`src/rtl/ldc_cfg.svh`:
```
// Purpose: Constants for the dither configuration register bank
// Assumes: Included by the package and the design file
// Notes:   Offsets are register numbers, used directly as word addresses
`ifndef LDC_CFG_SVH
`define LDC_CFG_SVH

// ----------------------------------------------------------------
// Register map
// ----------------------------------------------------------------
`define LDC_ADDR_W 8
`define LDC_DATA_W 16
`define LDC_OFF_CONTROL 8'h59
`define LDC_OFF_RATE 8'h5A
`define LDC_OFF_FM 8'h5B
`define LDC_OFF_AM 8'h5C
`define LDC_OFF_STATUS 8'h70
`define LDC_OFF_IRQ_STAT 8'h71
`define LDC_OFF_IRQ_MASK 8'h72
`define LDC_OFF_NV_CTRL 8'h73

// ----------------------------------------------------------------
// Fields of the control word
// ----------------------------------------------------------------
`define LDC_ON_BIT 1
`define LDC_WAVE_HI 5
`define LDC_WAVE_LO 4
`define LDC_CTRL_MASK 16'h0032
`define LDC_WAVE_SINE 2'h0
`define LDC_WAVE_TRI 2'h1

// ----------------------------------------------------------------
// Supported ranges and rate step
// ----------------------------------------------------------------
`define LDC_RATE_MIN 16'h000A
`define LDC_RATE_MAX 16'h00C8
`define LDC_RATE_STEP 16'h0005
`define LDC_FM_MAX 16'h000A
`define LDC_AM_MAX 16'h0064
`define LDC_SBS_RATE 16'h001E

// ----------------------------------------------------------------
// Reset values (stand in for stored defaults)
// ----------------------------------------------------------------
`define LDC_RST_CONTROL 16'h0000
`define LDC_RST_RATE 16'h0064
`define LDC_RST_FM 16'h0000
`define LDC_RST_AM 16'h0032

// ----------------------------------------------------------------
// Status and interrupt bits
// ----------------------------------------------------------------
`define LDC_IRQ_W 3
`define LDC_IRQ_ERR 0
`define LDC_IRQ_PEND 1
`define LDC_IRQ_SAVE 2
`define LDC_ZERO16 16'h0000
`define LDC_ONE16 16'h0001
`define LDC_PEND_CYC 4'h8
`define LDC_PEND_ONE 4'h1
`define LDC_PEND_ZERO 4'h0
`endif

```
`src/rtl/ldc_pkg.sv`:
```
// Purpose: Types for the dither configuration register bank
// Assumes: ldc_cfg.svh on the include path
// Notes:   Error codes are a local encoding of the error field
`include "ldc_cfg.svh"
package ldc_pkg;

    typedef enum logic [2:0] {
        LDC_ERR_OK,
        LDC_ERR_READ_ONLY,
        LDC_ERR_IN_PROGRESS,
        LDC_ERR_EXEC_FAIL,
        LDC_ERR_ENABLED,
        LDC_ERR_UNMAPPED
    } ldc_err_t;

    typedef enum logic [0:0] {
        LDC_IDLE,
        LDC_PENDING
    } ldc_pend_t;

endpackage

```
`src/rtl/laser_dither_config.sv`:
```
// Purpose: Dither enable, waveform, rate, FM and AM register bank
// Assumes: Host uses the plain strobe port, one access per cycle
// Notes:   Read data valid the cycle after the read strobe only
`timescale 1ns/1ns
`default_nettype none
`include "ldc_cfg.svh"

module ldc_laser_dither_config
    import ldc_pkg::*;
(
    // Clock and reset
    input wire logic clk_sys,
    input wire logic rst_n,
    // Register port
    input wire logic [`LDC_ADDR_W-1:0] regAddr,
    input wire logic [`LDC_DATA_W-1:0] regWdata,
    input wire logic regWrite,
    input wire logic regRead,
    output logic [`LDC_DATA_W-1:0] regRdata,
    output logic respValid,
    output logic respError,
    output logic [2:0] respCause,
    output logic respPending,
    // Non-volatile store
    input wire logic [`LDC_DATA_W-1:0] nvControl,
    input wire logic [`LDC_DATA_W-1:0] nvRate,
    input wire logic [`LDC_DATA_W-1:0] nvFm,
    input wire logic [`LDC_DATA_W-1:0] nvAm,
    output logic nvSave,
    // Dither engine
    output logic ditherOn,
    output logic [1:0] waveSelect,
    output logic [`LDC_DATA_W-1:0] toneRate,
    output logic [`LDC_DATA_W-1:0] suppressRate,
    output logic [`LDC_DATA_W-1:0] fmDeviation,
    output logic [`LDC_DATA_W-1:0] amDepth,
    output logic txOutputHold,
    // Interrupt
    output logic irq
);

    typedef struct packed {
        logic [`LDC_DATA_W-1:0] control;
        logic [`LDC_DATA_W-1:0] rate;
        logic [`LDC_DATA_W-1:0] fm;
        logic [`LDC_DATA_W-1:0] am;
        logic [`LDC_DATA_W-1:0] pendControl;
        logic [`LDC_DATA_W-1:0] pendRate;
        logic pendIsRate;
        ldc_pend_t pend;
        logic [3:0] pendCnt;
        logic [`LDC_DATA_W-1:0] pendId;
        logic loaded;
        logic [`LDC_DATA_W-1:0] rdata;
        logic valid;
        logic error;
        ldc_err_t cause;
        logic pending;
        logic save;
        logic [`LDC_IRQ_W-1:0] irqStat;
        logic [`LDC_IRQ_W-1:0] irqMask;
        logic irq;
    } ldc_state_t;

    ldc_state_t st;
    ldc_state_t next_st;
    logic rstSync1;
    logic rstSync2;

    // ------------------------------------------------------------
    // Reset release
    // ------------------------------------------------------------
    always_ff @(posedge clk_sys or negedge rst_n) begin
        if (!rst_n) begin
            rstSync1 <= 1'b0;
            rstSync2 <= 1'b0;
        end else begin
            rstSync1 <= 1'b1;
            rstSync2 <= rstSync1;
        end
    end

    // ------------------------------------------------------------
    // Helpers
    // ------------------------------------------------------------
    // Nearest supported rate step
    function automatic logic [`LDC_DATA_W-1:0] snapRate(
        input logic [`LDC_DATA_W-1:0] req);
        logic [`LDC_DATA_W-1:0] lowStep;
        logic [`LDC_DATA_W-1:0] rem;
        lowStep = req - (req % `LDC_RATE_STEP);
        rem = req % `LDC_RATE_STEP;
        if ((rem << 1) >= `LDC_RATE_STEP) begin
            lowStep = lowStep + `LDC_RATE_STEP;
        end
        if (lowStep < `LDC_RATE_MIN) begin
            lowStep = `LDC_RATE_MIN;
        end
        if (lowStep > `LDC_RATE_MAX) begin
            lowStep = `LDC_RATE_MAX;
        end
        return lowStep;
    endfunction

    function automatic logic isOn(input logic [`LDC_DATA_W-1:0] ctl);
        return ctl[`LDC_ON_BIT];
    endfunction

    // ------------------------------------------------------------
    // Next state
    // ------------------------------------------------------------
    always_comb begin
        logic [`LDC_DATA_W-1:0] wd;
        logic reject;
        logic busy;
        logic [`LDC_IRQ_W-1:0] setBits;
        logic [`LDC_IRQ_W-1:0] clrBits;
        wd = regWdata;
        reject = 1'b0;
        setBits = {`LDC_IRQ_W{1'b0}};
        clrBits = {`LDC_IRQ_W{1'b0}};
        busy = (st.pend == LDC_PENDING);
        next_st = st;
        next_st.valid = 1'b0;
        next_st.error = 1'b0;
        next_st.cause = LDC_ERR_OK;
        next_st.pending = 1'b0;
        next_st.save = 1'b0;
        next_st.rdata = `LDC_ZERO16;

        // Stored defaults loaded once after reset
        if (!st.loaded) begin
            next_st.loaded = 1'b1;
            next_st.control = nvControl & `LDC_CTRL_MASK;
            next_st.rate = snapRate(nvRate);
            next_st.fm = nvFm;
            next_st.am = nvAm;
        end

        // Deferred write completes
        if (busy) begin
            next_st.pendCnt = st.pendCnt - `LDC_PEND_ONE;
            if (st.pendCnt == `LDC_PEND_ONE) begin
                next_st.pend = LDC_IDLE;
                if (st.pendIsRate) begin
                    next_st.rate = st.pendRate;
                end else begin
                    next_st.control = st.pendControl;
                end
            end
        end

        if (regRead) begin
            next_st.valid = 1'b1;
            unique case (regAddr)
                `LDC_OFF_CONTROL: next_st.rdata = st.control;
                `LDC_OFF_RATE: next_st.rdata = st.rate;
                `LDC_OFF_FM: next_st.rdata = st.fm;
                `LDC_OFF_AM: next_st.rdata = st.am;
                `LDC_OFF_STATUS: next_st.rdata =
                    {13'h0000, st.pendIsRate, busy, isOn(st.control)};
                `LDC_OFF_IRQ_STAT: next_st.rdata = {13'h0000, st.irqStat};
                `LDC_OFF_IRQ_MASK: next_st.rdata = {13'h0000, st.irqMask};
                `LDC_OFF_NV_CTRL: next_st.rdata = `LDC_ZERO16;
                default: begin
                    next_st.error = 1'b1;
                    next_st.cause = LDC_ERR_UNMAPPED;
                end
            endcase
        end

        if (regWrite) begin
            next_st.valid = 1'b1;
            next_st.rdata = wd;
            unique case (regAddr)
                `LDC_OFF_CONTROL: begin
                    if (busy) begin
                        reject = 1'b1;
                        next_st.cause = LDC_ERR_IN_PROGRESS;
                    end else if ((wd & ~`LDC_CTRL_MASK) != `LDC_ZERO16 ||
                        wd[`LDC_WAVE_HI:`LDC_WAVE_LO] > `LDC_WAVE_TRI) begin
                        reject = 1'b1;
                        next_st.cause = LDC_ERR_EXEC_FAIL;
                    end else begin
                        // enable changes are deferred, never blank light
                        next_st.pend = LDC_PENDING;
                        next_st.pendIsRate = 1'b0;
                        next_st.pendControl = wd;
                        next_st.pendCnt = `LDC_PEND_CYC;
                        next_st.pendId = st.pendId + `LDC_ONE16;
                        next_st.rdata = st.pendId + `LDC_ONE16;
                        next_st.pending = 1'b1;
                    end
                end
                `LDC_OFF_RATE, `LDC_OFF_FM, `LDC_OFF_AM: begin
                    if (isOn(st.control) ||
                        (busy && isOn(st.pendControl) && !st.pendIsRate)) begin
                        reject = 1'b1;
                        next_st.cause = LDC_ERR_ENABLED;
                    end else if (regAddr == `LDC_OFF_RATE) begin
                        if (busy) begin
                            reject = 1'b1;
                            next_st.cause = LDC_ERR_IN_PROGRESS;
                        end else begin
                            next_st.pend = LDC_PENDING;
                            next_st.pendIsRate = 1'b1;
                            next_st.pendRate = snapRate(wd);
                            next_st.pendCnt = `LDC_PEND_CYC;
                            next_st.pendId = st.pendId + `LDC_ONE16;
                            next_st.rdata = st.pendId + `LDC_ONE16;
                            next_st.pending = 1'b1;
                        end
                    end else if (regAddr == `LDC_OFF_FM) begin
                        if (wd > `LDC_FM_MAX) begin
                            reject = 1'b1;
                            next_st.cause = LDC_ERR_EXEC_FAIL;
                        end else begin
                            next_st.fm = wd;
                        end
                    end else begin
                        if (wd > `LDC_AM_MAX) begin
                            reject = 1'b1;
                            next_st.cause = LDC_ERR_EXEC_FAIL;
                        end else begin
                            next_st.am = wd;
                        end
                    end
                end
                `LDC_OFF_STATUS: begin
                    reject = 1'b1;
                    next_st.cause = LDC_ERR_READ_ONLY;
                end
                `LDC_OFF_IRQ_STAT: ;
                `LDC_OFF_IRQ_MASK:
                    next_st.irqMask = wd[`LDC_IRQ_W-1:0];
                `LDC_OFF_NV_CTRL: begin
                    if (wd[0]) begin
                        next_st.save = 1'b1;
                    end
                end
                default: begin
                    reject = 1'b1;
                    next_st.cause = LDC_ERR_UNMAPPED;
                end
            endcase
            if (reject) begin
                next_st.error = 1'b1;
                next_st.rdata = `LDC_ZERO16;
                next_st.pending = 1'b0;
            end
        end

        // Sticky events; set wins over write-one-to-clear
        setBits = {next_st.save,
            busy && st.pendCnt == `LDC_PEND_ONE,
            reject};
        clrBits = (regWrite && regAddr == `LDC_OFF_IRQ_STAT) ?
            wd[`LDC_IRQ_W-1:0] : {`LDC_IRQ_W{1'b0}};
        next_st.irqStat = (st.irqStat & ~clrBits) | setBits;
        next_st.irq = |(next_st.irqStat & next_st.irqMask);
    end

    // ------------------------------------------------------------
    // State register
    // ------------------------------------------------------------
    always_ff @(posedge clk_sys or negedge rstSync2) begin
        if (!rstSync2) begin
            st <= '0;
            st.control <= `LDC_RST_CONTROL;
            st.rate <= `LDC_RST_RATE;
            st.fm <= `LDC_RST_FM;
            st.am <= `LDC_RST_AM;
            st.pend <= LDC_IDLE;
            st.cause <= LDC_ERR_OK;
        end else begin
            st <= next_st;
        end
    end

    // ------------------------------------------------------------
    // Engine outputs, registered
    // ------------------------------------------------------------
    always_ff @(posedge clk_sys or negedge rstSync2) begin
        if (!rstSync2) begin
            ditherOn <= 1'b0;
            waveSelect <= `LDC_WAVE_SINE;
            toneRate <= `LDC_RST_RATE;
            suppressRate <= `LDC_SBS_RATE;
            fmDeviation <= `LDC_RST_FM;
            amDepth <= `LDC_RST_AM;
            txOutputHold <= 1'b1;
        end else begin
            ditherOn <= isOn(next_st.control);
            waveSelect <= next_st.control[`LDC_WAVE_HI:`LDC_WAVE_LO];
            toneRate <= next_st.rate;
            // Over-constrained: suppression falls back to its own rate
            suppressRate <= (next_st.am != `LDC_ZERO16 &&
                next_st.fm != `LDC_ZERO16) ?
                `LDC_SBS_RATE : next_st.rate;
            fmDeviation <= next_st.fm;
            amDepth <= next_st.am;
            txOutputHold <= 1'b1;
        end
    end

    assign regRdata = st.rdata;
    assign respValid = st.valid;
    assign respError = st.error;
    assign respCause = st.cause;
    assign respPending = st.pending;
    assign nvSave = st.save;
    assign irq = st.irq;

endmodule // ldc_laser_dither_config

`default_nettype wire

```
`config.mk`:
```
export PLATFORM = sky130hd
export DESIGN_NAME = ldc_laser_dither_config
export DESIGN_NICKNAME = d
export VERILOG_FILES = /design/src/rtl/ldc_pkg.sv /design/src/rtl/laser_dither_config.sv
export VERILOG_INCLUDE_DIRS = /design/src /design/src/rtl
export SDC_FILE = /design/constraint.sdc
export NUM_CORES = 1
export LEC_CHECK = 0
export CAP_MARGIN = 20
export CELL_PAD_IN_SITES_DETAIL_PLACEMENT = 1
export CELL_PAD_IN_SITES_GLOBAL_PLACEMENT = 1
export CORE_MARGIN = 2
export CORE_UTILIZATION = 42
export DETAILED_ROUTE_END_ITERATION = 12
export DONT_BUFFER_PORTS = 1
export GPL_ROUTABILITY_DRIVEN = 0
export PLACE_DENSITY_LB_ADDON = 0.1
export REMOVE_ABC_BUFFERS = 1
export SLEW_MARGIN = 20
export SYNTH_ARGS = -nofsm -noshare
export SYNTH_HDL_FRONTEND = slang
export SYNTH_SLANG_ARGS = --single-unit
```
`constraint.sdc`:
```
create_clock -name clk_sys -period 5.4 [get_ports clk_sys]
set_input_delay 0.81 -clock clk_sys [delete_from_list [all_inputs] [get_ports clk_sys]]
set_output_delay 0.81 -clock clk_sys [all_outputs]
set_load 0.01 [all_outputs]
```
==> impl_metrics.toml <==
[timing]
fin_crit_sh_pct = 196
timing.fmax_ghz = 0.0943
slew_violations = 0
skew_ps = 12.9
slew_headroom_pct = 35.8
hold_violations = 0
rsz0062_at_grt = "yes"
min_period_ps = 10610
fin_ws_ps = -5210
worst_pin_slew_ps = 960
setup_viol = 24

[setup_path]
regToRegSetupSlack_ps = 1640
cp-end-kind = "register"
worst_setup_path_start_kind = "primary input"
ff2ff_path_depth = 10
path_max_fanout = 15
worstSetupPathType = "primary input to register"
crit_slowest_cell = "or3b_4"
worstPathArrival_ps = 10940
worstPathRequired_ps = 5730
path_common_cell = "buf_4"
critPathMaxStageDelay_ps = 460

[routing]
wl_per_cell_um = 22.5
antenna_left = 0
via_per_inst = 6.07
dr.pass1.iters = 7
vias = 15409
drt_iter0_drc = 950
wl_mm = 57.1
drc = 0

[floorplan]
rows = 68
initial_utilization_pct = 42.8
io_pins = 184
die_h_um = 192
core_um2 = 34600
dieWidth_um = 192
die_area_um2 = 36800

[pwr]
p_sw_mw = 4.97
powerDensity_nw_per_um2 = 590
seq_power_share_pct = 12.5
p_leak_nw = 8.71
ir_drop_uv = 374
comb_power_share_pct = 76.7
p_int_mw = 6.59
p_clk_share_pct = 10.8
finalPower_mw = 11.6
p_sw_share_pct = 43.0

[outcome]
status = "finished, violations left"
violations = "negative setup slack"

[hold_path]
hold_class = "primary input to asynchronous set/reset pin"

[clock_network]
cts.clk_slew.worst_paths_ps = 80
h-tree-depth = 4
cts_tree = "built"
clk_latency_ps = 440
cts_made_buffers = 17
cts.sinks = 167
cts-root-buf = "clkbuf_16"
hold_buffers = 0
max-clock-path-buffers = 2

[synthesis]
syn_avg_cell_area_um2 = 8.33
syn_inst = 1780
synth_edf_count = 0
ys.flop_type = "dfrtp_1"
syn_area_um2 = 14800
synth-seq-cells = 167
yosysWarnings = 0
synth-seq-area-share_pct = 28.3
async_reset_ff_share_pct = 100
synth_cell_types = 113

[global_routing]
overflow = 0
grt_max_degree = 69
grt_pass1_wl_mm = 86.9
grt_pass1_vias = 16108
track_usage_pct = 29.8
antenna_found_initial = 1

[placed_design]
hpwl_mm = 41.1
dp.cells = 2437
port_buffers = 0

[final_layout]
multiInputGateArea_um2 = 10600
layout-drive-gt1-share_pct = 34.2
synthToLayoutAreaGrowth_pct = 32.2
fillers = 4036
final_common_cell = "buf_4"
fin_cells = 2539
mostFrequentLayoutCells = "buf_4, nand2_1, dfrtp_1, nor2_1, o21ai_0"
regArea_um2 = 4200
nNetsFinal = 2207

[flow_run]
max_cap_violations = 0
-- worst max-delay path: cells and delay by family --
family                     cells  cell delay (ps)
AOI/OAI and AO/OA             24             4170
and+or+nand+nor               15             2570
buffers and inverters         12             1620
adders and majority gates      3              840
muxes                          2              510
xor gates and xnor gates       2              370
-- state kept, by name, summed over array words and instances (netlist names) --
signal,count
respError,1
amDepth,16
respValid,1
rstSync1,1
irq,1
rstSync2,1
toneRate,16
regRdata,16
respCause,3
suppressRate,16
st,76
waveSelect,1
nvSave,1
respPending,1
fmDeviation,16
-- area by class of cell --
type / count / share of cell area [%]
inverter: 57 / 1.10
antenna: 1 / 0.0128
multi-input combinational: 1380 / 54.0
clock inverter: 15 / 0.900
tap: 455 / 2.91
clock buffer: 17 / 2.17
sequential: 167 / 21.4
timing repair buffer: 447 / 17.5
-- through the flow --
stage	setup slack (ps)	cell area [µm²]	utilization (%)	hold WS (ps)	setup TNS, ps
floorplan	-6280	13800	-	331	-133660
global placement	-6170	17300	49.9	337	-141600
detailed placement	-6670	17300	49.9	341	-147870
CTS	-5140	18800	54.3	37.4	-113160
global route	-5640	19600	56.6	31.1	-125770
finish	-5210	19600	56.6	50.9	-115710
-- synth_stat cells, types with 34 or more instances --
master | count | share of area [%]
a21oi_1 | 68 | 2.3
a31oi_1 | 34 | 1.4
and2_1 | 41 | 1.7
buf_4 | 74 | 3.7
clkbuf_1 | 75 | 1.9
dfrtp_1 | 157 | 27
ha_1 | 43 | 3.6
inv_1 | 56 | 1.4
mux2i_1 | 48 | 3.2
nand2_1 | 169 | 4.3
nand3_1 | 50 | 1.7
nor2_1 | 133 | 3.4
nor3_1 | 49 | 1.7
o21ai_0 | 78 | 2.6
xnor2_1 | 62 | 3.7
xor2_1 | 42 | 2.5
-- power by group through the flow --
stage | clock network [mW] | logic (mW) | registers [mW]
global route | 1.31 | 9.59 | 1.45
finish | 1.25 | 8.86 | 1.44
CTS | 1.27 | 8.10 | 1.44
detailed placement | 0 | 7.52 | 1.46
floorplan | 0 | 3.98 | 1.43
global placement | 0 | 7.27 | 1.46
-- what timing repair did --
action	CTS	global route
setup endpoints to repair	24	24
gates cloned	1	0
pin swaps	90	91
setup buffers	42	29
gates resized for setup	135	116
-- kinds of logic after synthesis --
kind of cell	after synthesis	synth area share [%]
adder cells (fa/ha/maj)	47	4.03
XOR/XNOR	106	6.36
AO/OA/AOI/OAI	505	25.4
other	1	0.0253
flip-flops	167	28.3
buffers and inverters	235	8.15
multiplexers	61	4.30
AND/OR/NAND/NOR	658	23.5
-- final timing paths --
kind,start,end
setup / recovery,regWdata[11],st[53]$_DFFE_PN0P_
hold / removal,rst_n,rstSync2$_DFF_PN0_
setup reg to reg,st[51]$_DFF_PN0_,suppressRate[4]$_DFF_PN1_
hold reg to reg,rstSync1$_DFF_PN0_,rstSync2$_DFF_PN0_
max in group asynchronous,rstSync2$_DFF_PN0_,respError$_DFF_PN0_
min in group clk_sys,rstSync1$_DFF_PN0_,rstSync2$_DFF_PN0_
-- per-layer routing --
| layer | vias to the layer above | routed length [µm] | global-route usage [%] |
|---|---|---|---|
| met4 | 0 | 1690 | 9.97 |
| met2 | 410 | 28900 | 53.3 |
| li1 | 7120 | - | - |
| met1 | 7769 | 23500 | 36.3 |
| met3 | 110 | 2940 | 4.70 |
| met5 | - | 0 | 0 |
Power figures use the tool's default switching activity.
